$ cat src/ums_defs.svh
// constants for the serial and modem pin control block
// Contract
// - standard mode: transmit idles and resets high
// - infrared mode: pulses out, idle low
// - selectable receive inversion before infrared decoder
// - interrupt enable: drive interrupt, port2 low
// - interrupt disabled: interrupt tristate, port2 high
// - request output general or direction control
// - clear input readable, gates automatic transmit
// - terminal ready output under software control
// - set ready, carrier, ring readable inputs
`ifndef UMS_DEFS_SVH
`define UMS_DEFS_SVH
`define UMS_MCR_OP2_BIT    3
`define UMS_MCR_IR_BIT     6
`define UMS_EFR_ARTS_BIT   6
`define UMS_EFR_ACTS_BIT   7
`define UMS_IER_ARTS_BIT   6
`define UMS_IER_ACTS_BIT   7
`define UMS_DLD_HDX_BIT    6
`define UMS_FIFO_WIDTH     8
`define UMS_FIFO_DEPTH     16
`define UMS_BAUD_DIV       16'h0016
`define UMS_LAST_TICK      4'hf
`define UMS_STOP_BIT       4'h9
`define UMS_IR_PULSE_TICKS 4'h5
`define UMS_IDLE_HIGH      1'h1
`endif

$ cat src/ums_pkg.sv
// types for the serial and modem pin control block
`default_nettype none
package ums_pkg;
  typedef enum logic [2:0] {
    UMS_IDLE  = 3'b001,
    UMS_SHIFT = 3'b010,
    UMS_DRAIN = 3'b100
  } ums_tx_state_t;
endpackage : ums_pkg
`default_nettype wire

$ cat src/ums_fifo.sv
// small flip-flop fifo with valid and ready on both sides
`timescale 1ns/10ps
`default_nettype none
module ums_fifo #(
  parameter int WIDTH = 8,
  parameter int DEPTH = 16
) (
  // clock and reset
  input  wire logic             clk,
  input  wire logic             reset_n,
  // fill side
  input  wire logic [WIDTH-1:0] in_data,
  input  wire logic             in_valid,
  output logic                  in_ready,
  // drain side
  output logic [WIDTH-1:0]      out_data,
  output logic                  out_valid,
  input  wire logic             out_ready
);
  localparam int AW = $clog2(DEPTH);
  logic [WIDTH-1:0] mem [DEPTH];
  logic [AW-1:0]    wr_ptr, next_wr_ptr, rd_ptr, next_rd_ptr;
  logic [AW:0]      count, next_count;
  logic             push, pop;
  logic             next_in_ready, next_out_valid;

  always_comb begin
    push        = in_valid && in_ready;
    pop         = out_ready && out_valid;
    next_wr_ptr = push ? wr_ptr + AW'(1) : wr_ptr;
    next_rd_ptr = pop ? rd_ptr + AW'(1) : rd_ptr;
    next_count  = count + (AW+1)'(push) - (AW+1)'(pop);
    // flags taken from the next count so both ports come straight from flops
    next_in_ready  = (next_count != (AW+1)'(DEPTH));
    next_out_valid = (next_count != '0);
  end

  always_ff @(posedge clk or negedge reset_n) begin
    if (!reset_n) begin
      wr_ptr    <= '0;
      rd_ptr    <= '0;
      count     <= '0;
      in_ready  <= 1'b1;
      out_valid <= 1'b0;
    end else begin
      wr_ptr    <= next_wr_ptr;
      rd_ptr    <= next_rd_ptr;
      count     <= next_count;
      in_ready  <= next_in_ready;
      out_valid <= next_out_valid;
    end
  end

  // storage has no reset; only written entries are ever read
  always_ff @(posedge clk) begin
    if (push) begin
      mem[wr_ptr] <= in_data;
    end
  end

  assign out_data  = mem[rd_ptr];
endmodule : ums_fifo
`default_nettype wire

$ cat src/ums_chan.sv
// one channel's serial and modem pin control, with transmit fifo and shifter
`timescale 1ns/10ps
`default_nettype none
`include "ums_defs.svh"
module ums_chan #(
  parameter int        WIDTH = `UMS_FIFO_WIDTH,
  parameter int        DEPTH = `UMS_FIFO_DEPTH,
  parameter logic [15:0] BAUD_DIV = `UMS_BAUD_DIV
) (
  // clock and reset
  input  wire logic             clk,
  input  wire logic             reset_n,
  // software control
  input  wire logic [7:0]       modem_control_reg,
  input  wire logic [7:0]       enhanced_feature_reg,
  input  wire logic [7:0]       interrupt_enable_reg,
  input  wire logic [7:0]       divisor_extension_reg,
  input  wire logic             rx_invert,
  input  wire logic             rts_gp,
  input  wire logic             dtr_gp,
  input  wire logic             irq_level,
  // transmit data
  input  wire logic [WIDTH-1:0] tx_data,
  input  wire logic             tx_valid,
  output logic                  tx_ready,
  // pins
  output logic                  serial_out,
  input  wire logic             serial_in,
  output logic                  request_to_send_n,
  input  wire logic             clear_to_send_n,
  output logic                  terminal_ready_n,
  input  wire logic             set_ready_n,
  input  wire logic             carrier_detect_n,
  input  wire logic             ring_indicator_n,
  output logic                  output_port2_n,
  output logic                  interrupt_out,
  output logic                  interrupt_out_oe,
  // status back to software
  output logic [4:0]            modem_status,
  output logic                  rx_decoder_in,
  output logic                  tx_busy
);
  import ums_pkg::*;

  logic [4:0] sync1, sync2;
  logic [WIDTH-1:0] f_data;
  logic f_valid, f_ready;
  ums_tx_state_t state, next_state;
  logic [15:0] div_cnt, next_div_cnt;
  logic [3:0] tick_cnt, next_tick_cnt, bit_cnt, next_bit_cnt;
  logic [WIDTH+1:0] shreg, next_shreg;
  logic tick, ir_mode, cts_gate, line_bit;
  logic next_serial_out, next_rts_n, next_dtr_n, next_op2_n, next_int, next_int_oe;
  logic [4:0] next_status;
  logic next_dec_in, next_busy;

  ums_fifo #(.WIDTH(WIDTH), .DEPTH(DEPTH)) u_fifo (
    .clk      (clk),
    .reset_n  (reset_n),
    .in_data  (tx_data),
    .in_valid (tx_valid),
    .in_ready (tx_ready),
    .out_data (f_data),
    .out_valid(f_valid),
    .out_ready(f_ready)
  );

  // first stage feeds the second only
  always_ff @(posedge clk or negedge reset_n) begin
    if (!reset_n) begin
      sync1 <= 5'h1f;
      sync2 <= 5'h1f;
    end else begin
      sync1 <= {serial_in, clear_to_send_n, set_ready_n, carrier_detect_n, ring_indicator_n};
      sync2 <= sync1;
    end
  end

  always_comb begin
    ir_mode  = modem_control_reg[`UMS_MCR_IR_BIT];
    // auto clear-to-send holds off a new character while the far end is not ready
    cts_gate = enhanced_feature_reg[`UMS_EFR_ACTS_BIT] && interrupt_enable_reg[`UMS_IER_ACTS_BIT]
               && sync2[3];
    tick          = (div_cnt == BAUD_DIV);
    next_div_cnt  = tick ? 16'h0000 : div_cnt + 16'h0001;
    next_state    = state;
    next_tick_cnt = tick_cnt;
    next_bit_cnt  = bit_cnt;
    next_shreg    = shreg;
    f_ready       = 1'b0;
    unique case (state)
      UMS_IDLE: begin
        if (f_valid && !cts_gate) begin
          f_ready       = 1'b1;
          next_shreg    = {1'b1, f_data, 1'b0};
          next_bit_cnt  = 4'h0;
          next_tick_cnt = 4'h0;
          next_state    = UMS_SHIFT;
        end
      end
      UMS_SHIFT: begin
        if (tick) begin
          next_tick_cnt = tick_cnt + 4'h1;
          if (tick_cnt == `UMS_LAST_TICK) begin
            next_shreg   = {1'b1, shreg[WIDTH+1:1]};
            next_bit_cnt = bit_cnt + 4'h1;
            if (bit_cnt == `UMS_STOP_BIT) begin
              next_state = UMS_DRAIN;
            end
          end
        end
      end
      UMS_DRAIN: begin
        next_state = UMS_IDLE;
      end
    endcase
    line_bit = (state == UMS_SHIFT) ? shreg[0] : `UMS_IDLE_HIGH;
    // infrared: short high pulse for each zero bit, low otherwise
    if (ir_mode) begin
      next_serial_out = (state == UMS_SHIFT) && !shreg[0] && (tick_cnt < `UMS_IR_PULSE_TICKS);
    end else begin
      next_serial_out = line_bit;
    end
    // half duplex: drive active while the fifo holds data or a character is on the line
    if (divisor_extension_reg[`UMS_DLD_HDX_BIT]) begin
      next_rts_n = !(state != UMS_IDLE || f_valid);
    end else begin
      next_rts_n = !rts_gp;
    end
    next_dtr_n  = !dtr_gp;
    next_int_oe = modem_control_reg[`UMS_MCR_OP2_BIT];
    next_op2_n  = !modem_control_reg[`UMS_MCR_OP2_BIT];
    next_int    = irq_level && modem_control_reg[`UMS_MCR_OP2_BIT];
    next_status = sync2;
    next_dec_in = sync2[4] ^ rx_invert;
    next_busy   = (state != UMS_IDLE);
  end

  always_ff @(posedge clk or negedge reset_n) begin
    if (!reset_n) begin
      state            <= UMS_IDLE;
      div_cnt          <= 16'h0000;
      tick_cnt         <= 4'h0;
      bit_cnt          <= 4'h0;
      shreg            <= '1;
      serial_out       <= 1'b1;
      request_to_send_n <= 1'b1;
      terminal_ready_n <= 1'b1;
      output_port2_n   <= 1'b1;
      interrupt_out    <= 1'b0;
      interrupt_out_oe <= 1'b0;
      modem_status     <= 5'h1f;
      rx_decoder_in    <= 1'b0;
      tx_busy          <= 1'b0;
    end else begin
      state            <= next_state;
      div_cnt          <= next_div_cnt;
      tick_cnt         <= next_tick_cnt;
      bit_cnt          <= next_bit_cnt;
      shreg            <= next_shreg;
      serial_out       <= next_serial_out;
      request_to_send_n <= next_rts_n;
      terminal_ready_n <= next_dtr_n;
      output_port2_n   <= next_op2_n;
      interrupt_out    <= next_int;
      interrupt_out_oe <= next_int_oe;
      modem_status     <= next_status;
      rx_decoder_in    <= next_dec_in;
      tx_busy          <= next_busy;
    end
  end
endmodule : ums_chan
`default_nettype wire

$ cat config.mk
export PLATFORM = sky130hd
export DESIGN_NAME = ums_chan
export DESIGN_NICKNAME = d
export VERILOG_FILES = /design/src/ums_pkg.sv /design/src/ums_fifo.sv /design/src/ums_chan.sv
export VERILOG_INCLUDE_DIRS = /design/src
export SDC_FILE = /design/constraint.sdc
export NUM_CORES = 1
export LEC_CHECK = 0
export BUFFER_PORTS_ARGS = -buffer_cell sky130_fd_sc_hd__clkbuf_2
export CORE_MARGIN = 8
export CORE_UTILIZATION = 48
export CTS_CLUSTER_SIZE = 25
export DETAILED_ROUTE_END_ITERATION = 8
export PLACE_DENSITY = 0.66
export SETUP_SLACK_MARGIN = 0.15
export SLEW_MARGIN = 20
export SYNTH_ARGS = -nofsm -noshare
export SYNTH_HDL_FRONTEND = slang
export SYNTH_SLANG_ARGS = --single-unit
export TNS_END_PERCENT = 10
$ cat constraint.sdc
create_clock -name clk -period 3.3 [get_ports clk]
set_input_delay 0.66 -clock clk [delete_from_list [all_inputs] [get_ports clk]]
set_output_delay 0.66 -clock clk [all_outputs]
set_load 0.02 [all_outputs]
# ---- After elaboration in Yosys (flattened, before gate mapping)
# Memories as Yosys holds them, arrays and structs flattened.
# Cells that the tools add are included.
# W data, S select, Z words.
dict set report classes {
  eq_ne 12
  muxes 23
  n_bitwise 1
  reduce_logical 20
  addsub 7
  n_lt_le_gt_ge 1
}
# op n
set op_table {}
lappend op_table {{$mux W10} 3}
lappend op_table {{$pmux W10 S2} 1}
lappend op_table {{$add A16 B1 Y16 const B} 1}
lappend op_table {{$add A4 B1 Y4 const B} 4}
lappend op_table {{$eq A16 B5 Y1 const B} 1}
lappend op_table {{$mux W16} 1}
lappend op_table {{$mux W4} 4}
lappend op_table {{$pmux W4 S2} 2}
lappend op_table {{$mux W3} 4}
lappend op_table {{$pmux W3 S3} 1}
lappend op_table {{$eq A4 B4 Y1 const B} 2}
lappend op_table {{$logic_and A1 B1 Y1} 8}
lappend op_table {{$ne A2 B2 Y1 const B} 4}
lappend op_table {{$reduce_and A4 Y1} 2}
lappend op_table {{$mux W1} 7}
lappend op_table {{$logic_not A1 Y1} 6}
lappend op_table {{$add A5 B1 Y5} 1}
lappend op_table {{$ne A5 B5 Y1 const B} 1}
lappend op_table {{$reduce_bool A5 Y1} 1}
lappend op_table {{$sub A5 B1 Y5} 1}
lappend op_table {{$lt A4 B3 Y1 const B} 1}
lappend op_table {{$eq A3 B1 Y1 const B} 1}
lappend op_table {{$eq A3 B2 Y1 const B} 1}
lappend op_table {{$eq A3 B3 Y1 const B} 1}
lappend op_table {{other kinds (5)} 5}
dict set report totals {
  output_inout_bits 14
  ram_bits 128
  register_bits 75
  memories 1
  input_bits 52
}
# memory words width rd rd_clocked_by_memory_dff wr line_no
set mem_list {}
lappend mem_list {u_fifo.mem 16 8 1 0 1 ums_fifo.sv:21} ;# logic [WIDTH-1:0] mem [DEPTH];

# ---- Longest topological paths before layout
dict set report logic_depth {
  word_depth 9
  ltp_mapped 13
  ltp_nobuf 13
}

# ---- Modules after synthesis
# From an unflattened synthesis, not the netlist that was laid out.
dict set report unflattened {
  cells_unflattened 512
  area_unflattened_um2 8225.4
}
# module area_per_inst_um2 n_inst cells_each seq_area_each_um2
set modules_own_cells {}
lappend modules_own_cells {ums_fifo 5806.8 1 316 4220.3}
lappend modules_own_cells {ums_chan 2418.6 1 196 1512.7}

# ---- Worst setup path after synthesis
# Ideal clock, no wire load.
dict set report synth_path {
  kind {reg-to-reg}
  startpoint {register state[0]}
  endpoint {register u_fifo.out_valid}
  t_required_ps 3169
  slack_ps 648
  n_path_buf 0
  arrival_ps 2521
  setup_time_ps 131
  period_less_slack_ps 2652
  stages_incl_launch_ff 12
  path_cell_list {dfstp_2 -> nor3b_4 -> nand3_1 -> inv_1 -> ha_1 -> inv_1 -> ha_1 -> inv_1 -> fa_1 -> inv_1 -> nor4_1 -> nand2b_1}
}
dict set report synth_between {
  elab_chain_len 5
}
# item line_no
set synth_lines {}
lappend synth_lines {{start: declaration} ums_chan.sv:48} ;# ums_tx_state_t state, next_state;
lappend synth_lines {{start signal: assignment} ums_chan.sv:156} ;# state <= next_state;
lappend synth_lines {{$eq A3 B1 Y1} ums_chan.sv:91} ;# unique case (state)
lappend synth_lines {{$mux W1} ums_chan.sv:91}
lappend synth_lines {{$logic_and A1 B1 Y1} ums_fifo.sv:29} ;# pop = out_ready && out_valid;
lappend synth_lines {{via u_fifo.pop} ums_fifo.sv:24} ;# logic push, pop;
lappend synth_lines {{$sub A5 B1 Y5} ums_fifo.sv:32} ;# next_count = count + (AW+1)'(push) - (AW+1)'(pop);
lappend synth_lines {{via u_fifo.next_count[1]} ums_fifo.sv:23} ;# logic [AW:0] count, next_count;
lappend synth_lines {{$reduce_bool A5 Y1} ums_fifo.sv:35} ;# next_out_valid = (next_count != '0);
lappend synth_lines {{via u_fifo.next_out_valid} ums_fifo.sv:25} ;# logic next_in_ready, next_out_valid;
lappend synth_lines {{end signal: assignment} ums_fifo.sv:50} ;# out_valid <= next_out_valid;
lappend synth_lines {{end: declaration} ums_fifo.sv:17} ;# output logic out_valid,
# The timed path passes the listed nets, and every way through them passes these cells.
# A chain may end at the register's enable or synchronous reset.

# ---- Worst setup path in the final report
# Ends and elaborated chain as after synthesis.

==> impl_metrics.csv <==
group,metric,value,unit
final_layout,syn_to_final_growth,14.7,%
final_layout,diodes,0,
worst_setup_path,timing.rr.end,"u_fifo.out_valid$_DFF_PN0_",
yosys,synthArstFlopShare,0.366,
clock_network,cts_resized,0,
power,p_seq_frac,0.496,
placement,dp_hpwl,10.1,mm
power,power.switching,1.48,mW
worst_setup_path,cp_cell_sequence,"nor3b_4 -> nand3_1 -> inv_1 -> ha_1 -> inv_1 -> ha_1 -> inv_1 -> fa_1 -> xnor2_1 -> nor4_1 -> nand2b_1",
placement,gp_congestion,0.828,
timing,rsz0062_at_grt,"no",
drt,viasPerCell,5.43,
run_status,status,"finished clean",
worst_setup_path,crit_start,"state[0]$_DFFE_PN1P_",
yosys,syn_nets,580,
worst_setup_path,reg2reg_slack,0.55,ns
power,swShare,0.238,
drt,wl,15.5,mm
drt,drt_iter0_drc,263,
global_routing,first_global_vias,4691,
min_path,hold_class,"input port to register",
clock_network,clock-sinks,202,
drt,routedWlPerCell,19.4,um
floorplanning,start_util,0.492,
global_routing,antenna_found_initial,0,
drt,drt_first_pass_iters,4,
yosys,synth_seq_area_share,0.703,
clock_network,cts_hold_buf,0,
clock_network,htreeDepth,1,
yosys,synth-seq-cells,202,
timing,setup_viol,0,
worst_setup_path,worstPathMaxFanout,5,
global_routing,grtUsageTotal,0.147,
timing,slew_viol_final,0,
worst_setup_path,cp_common_cell,"inv_1",
min_path,whs_path_depth,1,
timing,fmax,0.364,GHz
power,pwr-share-comb,0.113,
drt,drc,0,
clock_network,cts_inserted_buffers,22,
final_layout,drive_above_1_share,0.251,
placement,port_buffers,38,
worst_setup_path,r2r_start,"state[0]$_DFFE_PN1P_",
worst_setup_path,cpPeakStageDelay,0.55,ns
worst_setup_path,setup.worst_path.end_class,"register",
clock_network,ctsRootBufferMaster,"clkbuf_16",
worst_setup_path,crit_path_top_delay_cell,"dfstp_2",
power,clock_power_share,0.391,
yosys,ys.flop_type,"edfxtp_1",
clock_network,postCtsSetupRepairBufs,0,
floorplanning,rows,47,
floorplanning,core_area,16600,sq um
timing,post-route-period-util,0.834,
timing,hold_violations,0,
min_path,min_to,"sync1[4]$_DFF_PN1_",
clock_network,clk_pin_slew,0.06,ns
yosys,synth-edff-count,128,
clock_network,clock_path_buffers,3,
drt,ant_nets,0,
timing,tightestPinTransition,0.908,ns
yosys,synth.lib_cells_used.distinct,45,
yosys,syn_inst,511,
timing,setup_ws,0.549,ns
placement,pre_cts_ws,0.524,ns
final_layout,layout.nets,635,
worst_setup_path,crit_required,3.69,ns
clock_network,clock_latency,0.51,ns
timing,setup_tns,0,ns
worst_setup_path,worstPathArrival,3.14,ns
floorplanning,die_w,146,um
power,power,6.21,mW
floorplanning,fp.dieArea,21400,sq um
power,power.leakage,3.48,nW
yosys,ys.warnings.count,0,
timing,min_period,2.75,ns
floorplanning,ios,66,
worst_setup_path,path_buf_inv,3,
timing,maxSlewHeadroom,0.395,
global_routing,overflow,0,
worst_setup_path,crit_family,"simple AND/OR/NAND/NOR gates",
global_routing,grt_pass1_wl,25.1,mm
drt,num_vias,4351,
clock_network,cts_tree,"yes",
power,p_int,4.73,mW
worst_setup_path,criticalPathCategory,"register to register",
worst_setup_path,critPathLaunchType,"register",
global_routing,grt_start_max_net_pins,75,
floorplanning,die_y,146,um
timing,fin_skew,0.0145,ns
worst_setup_path,reg2reg_depth,11,
yosys,syn_area,8150,sq um
run,maxCapViolations,0,
power,ir_worst_vdd,0.487,mV
yosys,avgSynthCellArea,16.0,sq um
min_path,worstHoldStart,"serial_in",
power,p_per_area,665,nW/um^2
## synth_stat cells (3+ instances only)
library cell	instances	area share
a211oi_1	7	0.0064
a21oi_1	8	0.0049
a22o_1	13	0.014
and2_1	13	0.010
and3_1	9	0.0069
and4_1	3	0.0032
buf_2	8	0.0049
clkbuf_1	4	0.0018
dfrtp_1	44	0.14
dfstp_2	30	0.097
edfxtp_1	128	0.47
ha_1	16	0.025
inv_1	24	0.011
mux2_2	13	0.018
mux2i_1	16	0.020
mux4_2	21	0.058
nand2_1	31	0.014
nand2b_1	4	0.0031
nand3_1	13	0.0080
nand4_1	7	0.0054
nor2_1	15	0.0069
nor2b_1	3	0.0023
nor3_1	10	0.0061
o21ai_0	17	0.010
o22ai_1	6	0.0046
xnor2_1	20	0.021
xor2_1	6	0.0064
## flip-flops by register name (all words and copies together), names as in the netlist, 3 cells and up
signal / cells
bit_cnt: 4
div_cnt: 16
modem_status: 5
next_status: 5
shreg: 9
state: 3
sync1: 5
tick_cnt: 4
u_fifo.count: 5
u_fifo.mem: 128
u_fifo.rd_ptr: 4
u_fifo.wr_ptr: 4
## worst max path at each step
stage | endpoint | slack [ns] | depth (start not counted)
4_1_cts | u_fifo.out_valid$_DFF_PN0_ | 0.54 | 11
5_1_grt | u_fifo.out_valid$_DFF_PN0_ | 0.34 | 11
3_3_place_gp | u_fifo.out_valid$_DFF_PN0_ | 0.56 | 12
6_report | u_fifo.out_valid$_DFF_PN0_ | 0.55 | 11
2_1_floorplan | u_fifo.out_valid$_DFF_PN0_ | 0.65 | 11
3_5_place_dp | u_fifo.out_valid$_DFF_PN0_ | 0.52 | 12
## cell families (layout without fill, tap and decap cells)
group,after synthesis,after routing,synth area share
flops,202,202,0.703
buf+inv,38,109,0.0187
fa+ha+maj,17,17,0.0270
xor+xnor,26,26,0.0279
mux,50,50,0.0956
simple gates,121,121,0.0810
compound gates,57,57,0.0464
## power groups by stage
stage	clock network [mW]	registers [mW]	logic [mW]
floorplan	0	3.11	0.459
global placement	0	3.11	0.671
detailed placement	0	3.13	0.712
CTS	2.48	3.08	0.718
global route	2.58	3.11	0.779
finish	2.43	3.08	0.701
## layer usage
| layer | share of wire | track usage |
|---|---|---|
| met1 | 0.43 | 0.188 |
| met2 | 0.50 | 0.250 |
| met3 | 0.046 | 0.0260 |
| met4 | 0.024 | 0.0459 |
| met5 | 0 | 0 |
## cell usage in the layout, fill, tap and decap left out, types with 2 or more instances in the layout
cell type / Yosys / layout
xnor2_1: 20 / 20
clkbuf_2: 0 / 37
nor3_1: 10 / 10
dfstp_2: 30 / 30
buf_4: 0 / 7
or3_1: 2 / 2
nand2b_1: 4 / 4
nor2b_1: 3 / 3
nand4_1: 7 / 7
a211oi_1: 7 / 7
mux4_2: 21 / 21
nor3b_1: 2 / 2
a21oi_1: 8 / 8
o22ai_1: 6 / 6
a22o_1: 13 / 13
mux2_2: 13 / 13
nand3_1: 13 / 13
bufinv_16: 0 / 2
o21ai_0: 17 / 17
inv_1: 24 / 24
ha_1: 16 / 16
edfxtp_1: 128 / 128
dfrtp_1: 44 / 43
clkbuf_16: 0 / 22
and2_1: 13 / 13
and4_1: 3 / 3
a21o_1: 2 / 2
and3_1: 9 / 9
mux2i_1: 16 / 16
clkbuf_8: 0 / 4
clkinv_1: 0 / 5
clkbuf_1: 4 / 5
nor2_1: 15 / 15
nand2_1: 31 / 31
nor4_1: 2 / 2
xor2_1: 6 / 6
## through the flow
stage | instance area, sq um | util | cells | hold WS (ns)
after floorplan | 8150 | - | 511 | 0.345
after global placement | 8610 | 0.519 | 762 | 0.345
after detailed placement | 8610 | 0.519 | 762 | 0.347
after CTS | 9350 | 0.564 | 802 | 0.208
after global routing | 9350 | 0.564 | 802 | 0.212
final | 9350 | 0.564 | 802 | 0.229
## final cells by class
type	count	area (sq um)
tap	220	275
clock inverter	9	118
timing repair buffer	44	238
fill	1313	7230
clock buffer	31	624
inverter	25	93.8
sequential	202	5730
multi-input combinational	271	2270
(Power assumes the default switching activity.)
